==> src/hw/wdt_pkg.sv <==
// Watchdog register map, field positions and reset values
package wdt_pkg;
  // Register byte offsets
  localparam logic [11:0] WDT_LOAD_OFF   = 12'h000;
  localparam logic [11:0] WDT_VALUE_OFF  = 12'h004;
  localparam logic [11:0] WDT_CTRL_OFF   = 12'h008;
  localparam logic [11:0] WDT_ICLR_OFF   = 12'h00c;
  localparam logic [11:0] WDT_RIS_OFF    = 12'h010;
  localparam logic [11:0] WDT_MIS_OFF    = 12'h014;
  localparam logic [11:0] WDT_TEST_OFF   = 12'h018;
  localparam logic [11:0] WDT_LOCK_OFF   = 12'h01c;
  // Control field positions
  localparam int WDT_CTRL_INTEN_BIT = 0;
  localparam int WDT_CTRL_RESEN_BIT = 1;
  localparam int WDT_CTRL_NMI_BIT   = 2;
  // Test register field position
  localparam int WDT_TEST_STALL_BIT = 8;
  // Lock register key and readback values
  // Unlock key value is arbitrary
  localparam logic [31:0] WDT_UNLOCK_KEY  = 32'h0000a5a5;
  localparam logic [31:0] WDT_LOCKED_RD   = 32'h00000001;
  localparam logic [31:0] WDT_UNLOCKED_RD = 32'h00000000;
  // Reset values
  localparam logic [31:0] WDT_LOAD_RST  = 32'hffffffff;
  localparam logic [31:0] WDT_VALUE_RST = 32'hffffffff;
endpackage

==> src/hw/wdt_counter.sv <==
// Watchdog countdown counter with reload and stall
`timescale 1ns/1ps
module wdt_counter
  import wdt_pkg::*;
(
  // Clock and reset
  input  wire logic        pclk,
  input  wire logic        presetn,
  // Control
  input  wire logic        run,
  input  wire logic        stall,
  input  wire logic        load_now,
  input  wire logic [31:0] load_val,
  input  wire logic [31:0] reload_value,
  // Status
  output logic [31:0]      count,
  output logic             zero_hit
);
  typedef struct packed {
    logic [31:0] count;
    logic        zero_hit;
  } wdt_cnt_s;

  wdt_cnt_s st;
  wdt_cnt_s next_st;

  always_comb begin
    next_st          = st;
    next_st.zero_hit = 1'b0;
    if (load_now) begin
      next_st.count = load_val;
    end else if (run && !stall) begin
      if (st.count == 32'h00000000) begin
        next_st.count    = reload_value;
        next_st.zero_hit = 1'b1;
      end else begin
        next_st.count = st.count - 32'h00000001;
      end
    end
  end

  always_ff @(posedge pclk or negedge presetn) begin
    if (!presetn) begin
      st <= '{count: WDT_VALUE_RST, zero_hit: 1'b0};
    end else begin
      st <= next_st;
    end
  end

  assign count    = st.count;
  assign zero_hit = st.zero_hit;
endmodule

==> src/hw/wdt_top.sv <==
// Watchdog timer with APB register interface
//
// The APB slave port and the register offsets were decided locally.
`timescale 1ns/1ps
module wdt_top
  import wdt_pkg::*;
(
  // APB clock and reset
  input  wire logic        pclk,
  input  wire logic        presetn,
  // APB slave
  input  wire logic        psel,
  input  wire logic        penable,
  input  wire logic        pwrite,
  input  wire logic [11:0] paddr,
  input  wire logic [31:0] pwdata,
  output logic [31:0]      prdata,
  output logic             pready,
  output logic             pslverr,
  // Debug halt input
  input  wire logic        cpu_halted,
  // Outputs to the system
  output logic             wdt_irq,
  output logic             wdt_nmi,
  output logic             cpu_reset_req
);
  typedef struct packed {
    logic [31:0] reload_value;
    logic        inten;
    logic        resen;
    logic        nmi_sel;
    logic        stall_en;
    logic        locked;
    logic        raw_int;
    logic        reset_out;
    logic        irq;
    logic        nmi;
    logic [31:0] prdata;
    logic        pready;
    logic        pslverr;
  } wdt_regs_s;

  wdt_regs_s st;
  wdt_regs_s next_st;

  logic [31:0] count;
  logic        zero_hit;
  logic        wr;
  logic        rd_phase;
  logic        cfg_ok;
  logic        load_wr;
  logic        masked_status_select;

  // Writes land at the access edge, where ready is seen high
  assign wr       = psel && penable && pwrite && st.pready;
  assign rd_phase = psel && !penable && !pwrite;
  assign cfg_ok   = !st.locked;
  assign load_wr  = wr && cfg_ok && (paddr == WDT_LOAD_OFF) && st.inten;

  wdt_counter u_cnt (
    .pclk         (pclk),
    .presetn      (presetn),
    .run          (st.inten),
    .stall        (st.stall_en && cpu_halted),
    .load_now     (load_wr),
    .load_val     (pwdata),
    .reload_value (st.reload_value),
    .count        (count),
    .zero_hit     (zero_hit)
  );

  always_comb begin
    next_st         = st;
    next_st.pready  = 1'b0;
    next_st.pslverr = 1'b0;
    masked_status_select = (paddr == WDT_MIS_OFF);
    // Timeout events; the set wins over a clear in the same cycle
    if (zero_hit) begin
      if (st.raw_int && st.resen) begin
        next_st.reset_out = 1'b1;
      end
    end
    if (wr && paddr == WDT_ICLR_OFF) begin
      next_st.raw_int = 1'b0;
    end
    if (wr && cfg_ok) begin
      case (paddr)
        WDT_LOAD_OFF: begin
          next_st.reload_value = pwdata;
          if (pwdata == 32'h00000000) begin
            next_st.raw_int = 1'b1;
          end
        end
        WDT_CTRL_OFF: begin
          // Enable is sticky: starts counter and interrupt together
          if (pwdata[WDT_CTRL_INTEN_BIT]) begin
            next_st.inten = 1'b1;
          end
          next_st.resen = pwdata[WDT_CTRL_RESEN_BIT];
          if (pwdata[WDT_CTRL_NMI_BIT]) begin
            next_st.nmi_sel = 1'b1;
          end
        end
        WDT_TEST_OFF: next_st.stall_en = pwdata[WDT_TEST_STALL_BIT];
        default: ;
      endcase
    end
    if (wr && paddr == WDT_LOCK_OFF) begin
      next_st.locked = (pwdata != WDT_UNLOCK_KEY);
    end
    if (zero_hit) begin
      next_st.raw_int = 1'b1;
    end
    next_st.irq = next_st.raw_int && next_st.inten && !next_st.nmi_sel;
    next_st.nmi = next_st.raw_int && next_st.inten && next_st.nmi_sel;
    // Read data, answered one cycle after setup
    if (psel && !penable) begin
      next_st.pready = 1'b1;
      next_st.prdata = 32'h00000000;
      if (rd_phase) begin
        case (paddr)
          WDT_LOAD_OFF:  next_st.prdata = st.reload_value;
          WDT_VALUE_OFF: next_st.prdata = count;
          WDT_CTRL_OFF:  next_st.prdata = {29'h0, st.nmi_sel, st.resen, st.inten};
          WDT_RIS_OFF:   next_st.prdata = {31'h0, st.raw_int};
          WDT_MIS_OFF:   next_st.prdata = {31'h0, st.raw_int && st.inten
                                           && masked_status_select};
          WDT_TEST_OFF:  next_st.prdata = {23'h0, st.stall_en, 8'h00};
          WDT_LOCK_OFF:  next_st.prdata = st.locked ? WDT_LOCKED_RD : WDT_UNLOCKED_RD;
          WDT_ICLR_OFF:  next_st.prdata = 32'h00000000;
          default:       next_st.pslverr = 1'b1;
        endcase
      end else begin
        case (paddr)
          WDT_LOAD_OFF, WDT_CTRL_OFF, WDT_ICLR_OFF, WDT_TEST_OFF,
          WDT_LOCK_OFF:  next_st.pslverr = 1'b0;
          WDT_VALUE_OFF, WDT_RIS_OFF, WDT_MIS_OFF: next_st.pslverr = 1'b0;
          default:       next_st.pslverr = 1'b1;
        endcase
      end
    end
  end

  always_ff @(posedge pclk or negedge presetn) begin
    if (!presetn) begin
      st <= '{reload_value: WDT_LOAD_RST, prdata: 32'h00000000, default: 1'b0};
    end else begin
      st <= next_st;
    end
  end

  assign prdata        = st.prdata;
  assign pready        = st.pready;
  assign pslverr       = st.pslverr;
  assign wdt_irq       = st.irq;
  assign wdt_nmi       = st.nmi;
  assign cpu_reset_req = st.reset_out;
endmodule

==> config.mk <==
export PLATFORM = sky130hd
export DESIGN_NAME = wdt_top
export DESIGN_NICKNAME = d
export VERILOG_FILES = /design/src/hw/wdt_pkg.sv /design/src/hw/wdt_counter.sv /design/src/hw/wdt_top.sv
export SDC_FILE = /design/constraint.sdc
export NUM_CORES = 1
export LEC_CHECK = 0
export BUFFER_PORTS_ARGS = -buffer_cell sky130_fd_sc_hd__buf_2
export CAP_MARGIN = 20
export CELL_PAD_IN_SITES_DETAIL_PLACEMENT = 2
export CELL_PAD_IN_SITES_GLOBAL_PLACEMENT = 2
export CORE_MARGIN = 5
export CORE_UTILIZATION = 31
export CTS_CLUSTER_DIAMETER = 50
export CTS_CLUSTER_SIZE = 24
export DETAILED_ROUTE_END_ITERATION = 12
export PLACE_DENSITY = 0.73
export SYNTH_ARGS = -nofsm -noshare
export SYNTH_HDL_FRONTEND = slang
export SYNTH_SLANG_ARGS = --single-unit
==> constraint.sdc <==
create_clock -name pclk -period 2.5 [get_ports pclk]
set_input_delay 0.375 -clock pclk [delete_from_list [all_inputs] [get_ports pclk]]
set_output_delay 0.375 -clock pclk [all_outputs]
set_load 0.02 [all_outputs]
# Word level (Yosys, flattened, before mapping)
# Memories as Yosys holds them, arrays and structs flattened.
# Cells that the tools add are included.
[totals]
ff_bits = 108
mem_bits_ro = 32
in_bits = 50
out_inout_bits = 37
elab_cells = 80
memories = 1
[mem_list]
columns = ["memory", "words", "width", "read_ports", "rd_ports_with_merged_regs", "write_ports", "line", "source"]
rows = [
  ["(no name shown)", 32, 1, 1, 0, 0, "wdt_top.sv:134", "case (paddr)"],
]
[classes]
n_addsub = 1
n_eq_ne = 8
n_mux = 22
reduce_logical = 33
[op_table]
columns = ["cell", "n"]
rows = [
  ["32-bit one-hot mux with 7 select lines", 1],
  ["32-bit 2-to-1 mux", 3],
  ["32-bit zero test", 2],
  ["12-bit by 5-bit equality test with 1-bit output, second input constant", 4],
  ["33-bit 2-to-1 mux", 1],
  ["32-bit by 16-bit inequality test with 1-bit output, second input constant", 1],
  ["32-bit by 1-bit subtractor with 32-bit output, second input constant", 1],
  ["12-bit by 4-bit equality test with 1-bit output, second input constant", 2],
  ["1-bit logical AND", 18],
  ["1-bit 2-to-1 mux", 14],
  ["12-bit by 3-bit equality test with 1-bit output, second input constant", 1],
  ["12-bit zero test", 1],
  ["2-bit AND reduction", 4],
  ["8-bit OR reduction", 1],
  ["7-bit zero test", 1],
  ["1-bit zero test", 5],
  ["4-bit 2-to-1 mux", 1],
  ["3-bit 2-to-1 mux", 1],
  ["2-bit 2-to-1 mux", 1],
  ["2-bit nonzero test", 1],
]

# Longest topological paths before layout
[depth]
word_depth = 11
mapped_depth = 9
ltp_nobuf = 8

# Hierarchy
# Synthesis repeated with hierarchy kept, for this count alone.
[unflattened]
cells_unflattened = 621
hier_area_um2 = 6373.6
[by_module_without_submodules]
columns = ["module", "instances", "cells_per_inst", "area_each_um2", "seq_area_each_um2"]
rows = [
  ["wdt_top", 1, 313, 3771.1, 1916.8],
  ["wdt_counter", 1, 308, 2602.5, 865.8],
]

# Worst setup path after synthesis
# No wires, ideal clock.
[synth_path]
path_kind = "register to register"
start = "reg u_cnt.st, in the netlist u_cnt.count[12]"
end = "reg u_cnt.st, in the netlist u_cnt.count[29]"
setup_ns = 0.082
arrival_time_ns = 2.536
t_required_ns = 2.418
slack_ns = -0.118
path_stages_with_launch = 9
n_path_buf = 2
period_less_slack_ns = 2.618
cell_sequence = "dfstp_2 > or4_4 > or3_1 > buf_6 > or3_1 > buf_6 > o31a_1 > o311a_1 > o21bai_1"
[synth_via]
elab_chain_cells = 4
word_cells_on_any_way = 5
classes_between = "add/sub: 1; mux: 3; reduce/logical: 1"
[synth_rtl]
columns = ["item", "line", "source"]
rows = [
  ["start, declared", "wdt_counter.sv:24", "wdt_cnt_s st;"],
  ["start signal, assigned", "wdt_counter.sv:44", "st <= '{count: WDT_VALUE_RST, zero_hit: 1'b0};"],
  ["start signal, assigned", "wdt_counter.sv:46", "st <= next_st;"],
  ["32-bit by 1-bit subtractor with 32-bit output / 32-bit zero test (equally long branches)", "wdt_counter.sv:37, wdt_counter.sv:33", ""],
  ["32-bit 2-to-1 mux *", "wdt_counter.sv:33", "if (st.count == 32'h00000000) begin"],
  ["33-bit 2-to-1 mux *", "wdt_counter.sv:32", "end else if (run && !stall) begin"],
  ["32-bit 2-to-1 mux *", "wdt_counter.sv:30", "if (load_now) begin"],
]
# Every way passes the cells marked *; elsewhere a longest branch is shown, timed or not. The select of a mux whose other input is x is not followed.
# A chain may end at the register's enable or synchronous reset.

# Worst setup path in the final report
[layout_path]
start = "reg u_cnt.st, in the netlist u_cnt.count[11]"
end = "reg u_cnt.st, in the netlist u_cnt.count[29]"
# Same word-level chain as after synthesis.

==> metrics.csv <==
metric;value;unit
status;finished, final reports clean;
nNetsFinal;805;
peakVddDrop;0.284;mV
worst-r2r-cell-count;6;
ioPinCount;87;
ys_seq_area_frac;0.468;
diodes;0;
avgRoutedWirePerCell;21.7;um
met3_usage;0.0356;
dr.pass1.iters;4;
dp_cells;1001;
worstSetupStartpointType;flop;
switching_share;0.240;
critPathCaptureType;flop;
grt_overflow_total;0;
finalHoldViolCount;0;
num_rows;50;
die_area;0.0221;mm^2
comb_power_share;0.050;
critical_path_class;flop to flop;
die_w;149;um
p_switching;0.825;mW
die_h;149;um
crit_required;2.80;ns
final_cells;1018;
fin_worst_skew;0.00950;ns
yosys_warnings;0;
place_hpwl;16200;um
layout.cells.most_common_list;144 x nand2_1, 85 x buf_2, 64 x dfstp_2;
antenna_found_initial;0;
power_per_cell_area;483;mW/mm^2
synth_cells;684;
rsz0062_at_grt;true;
cts_htree_levels;3;
ctsLongestPathBuffers;2;
core_area;0.0188;mm^2
power_leakage;3.15;nW
worstPathArrival;2.74;ns
pre_cts_slack;-0.131;ns
setup_violations;0;
r2r_setup_slack;0.05;ns
vias;5511;
insertion_delay;0.37;ns
via_per_inst;5.41;
hold_slack;0.0267;ns
power_frac_seq;0.511;
grtUsageTotal;0.205;
cts_buffers;9;
cts.clk_slew.worst_paths;0.08;ns
drc;0;
tightestPinTransition;0.869;ns
min_period_over_period;0.979;
drt_iter0_drc;275;
cts_root_buf;clkbuf_16;
cts_hold_repair.buffers;0;
maxCapViolCount;0;
power;3.44;mW
clock_power_share;0.439;
wl;22000;um
layout-drive-gt1-share;0.305;
relSlewSlack;0.419;
layout_commonest_cell;nand2_1;
start_util;0.316;
avgSynthCellArea;8.70;um^2
critPathMaxFanout;6;
netlist_area;0.00595;mm^2
grt_pass1_wl;35500;um
synth-edff-count;0;
areaGrowthSynthToFinish;19.6;%
grt_pass1_vias;6248;
syn-num-nets;736;
place_congestion;0.853;
port_buffers;86;
cts_tree;done;
clock-sinks;108;
fillers;2113;
yosys.cell_types.count;55;
slew_viol_final;0;
worst_slack;0.0522;ns
fmaxAchievable;409;MHz
synth-seq-cells;108;
synth-main-ff-cell;dfstp_2;
ant_nets;0;
use_met2;0.351;
top_usage_layer;met2;
hold_class;input pin to async pin;
regToRegEndpoint;u_cnt.count[29]$_DFFE_PN1P_;
async_flop_share;1.00;
grt_start_max_net_pins;64;
use_met1;0.258;
p_int;2.61;mW
min_period;2.45;ns
r2r-start;u_cnt.count[11]$_DFFE_PN1P_;
-- Yosys cell counts, drive strengths merged (10+ instances only) --
| cell type | number | share of area |
|---|---|---|
| nand2 | 145 | 0.092 |
| buf | 41 | 0.052 |
| clkbuf | 35 | 0.022 |
| nor3 | 18 | 0.016 |
| a22oi | 35 | 0.044 |
| o21ai | 54 | 0.045 |
| dfrtp | 44 | 0.19 |
| dfstp | 64 | 0.28 |
| xnor2 | 15 | 0.022 |
| o211ai | 10 | 0.013 |
| nand3 | 15 | 0.013 |
| nor2 | 43 | 0.027 |
| and3 | 18 | 0.019 |
| a21oi | 38 | 0.032 |
| nor4 | 15 | 0.016 |
-- worst max-delay path, stage by stage, from the launching register on --
cell and delay [ns]:
dfstp_2 0.37, or4_4 0.53, or3_4 0.39, or3_4 0.37, o31a_1 0.24, o311a_1 0.30, o21bai_4 0.17
-- state kept, by name, summed over array words and instances, names as in the netlist --
name and flops:
u_cnt.count 32, st 38, prdata 32, wdt_irq 1
cpu_reset_req 1, wdt_nmi 1, pready 1, pslverr 1
u_cnt.zero_hit 1
-- metal layers --
layer | share of wire | up-vias
li1 | - | 2502
met1 | 0.43 | 2865
met2 | 0.50 | 113
met3 | 0.046 | 31
met4 | 0.023 | 0
met5 | 0 | -
-- how the worst max path moves through the flow --
stage	start	to	depth (start not counted)
4_1_cts	u_cnt.count[11]$_DFFE_PN1P_	u_cnt.count[29]$_DFFE_PN1P_	6
3_3_place_gp	u_cnt.count[11]$_DFFE_PN1P_	u_cnt.count[23]$_DFFE_PN1P_	7
3_5_place_dp	u_cnt.count[11]$_DFFE_PN1P_	u_cnt.count[25]$_DFFE_PN1P_	7
2_1_floorplan	u_cnt.count[11]$_DFFE_PN1P_	u_cnt.count[29]$_DFFE_PN1P_	8
5_1_grt	u_cnt.count[11]$_DFFE_PN1P_	u_cnt.count[29]$_DFFE_PN1P_	6
6_report	u_cnt.count[11]$_DFFE_PN1P_	u_cnt.count[29]$_DFFE_PN1P_	6
-- logic make-up after synthesis --
family | count (synthesis) | synth area share
buf+inv | 86 | 0.0816
fa+ha+maj | 2 | 0.00420
compound gates | 168 | 0.176
xor+xnor | 24 | 0.0353
simple gates | 289 | 0.223
flops | 108 | 0.468
mux | 7 | 0.0122
-- stage by stage --
stage	util	cell area (um^2)	TNS, ns
after floorplan	-	5960	-0.0673
after global placement	0.359	6770	-0.0328
after detailed placement	0.359	6770	-0.553
after CTS	0.376	7080	0
after global routing	0.378	7110	-0.0255
final	0.378	7110	0
-- final cells by class --
| type | instances | area, um^2 | share of cell area |
|---|---|---|---|
| clock buffers | 12 | 246 | 0.0346 |
| clock inverters | 4 | 48.8 | 0.00686 |
| inverters | 9 | 33.8 | 0.00475 |
| multi-input cells | 490 | 2740 | 0.385 |
| flip-flops and latches | 108 | 2780 | 0.391 |
| well taps | 260 | 325 | 0.0457 |
| repair buffers | 135 | 938 | 0.132 |
-- power groups by stage --
stage | registers [mW] | logic (mW) | clock network [mW]
2_1_floorplan | 1.79 | 0.0411 | 0
3_3_place_gp | 1.79 | 0.170 | 0
3_5_place_dp | 1.79 | 0.176 | 0
4_1_cts | 1.76 | 0.178 | 1.55
5_1_grt | 1.76 | 0.193 | 1.63
6_report | 1.76 | 0.173 | 1.51
-- timing repair --
action                     in CTS  in global routing
setup buffers                   0                  1
gates resized for setup         3                  5
setup endpoints to repair       9                  9
pin swaps                       0                  1
No activity file was read; power rests on OpenSTA's default activity.
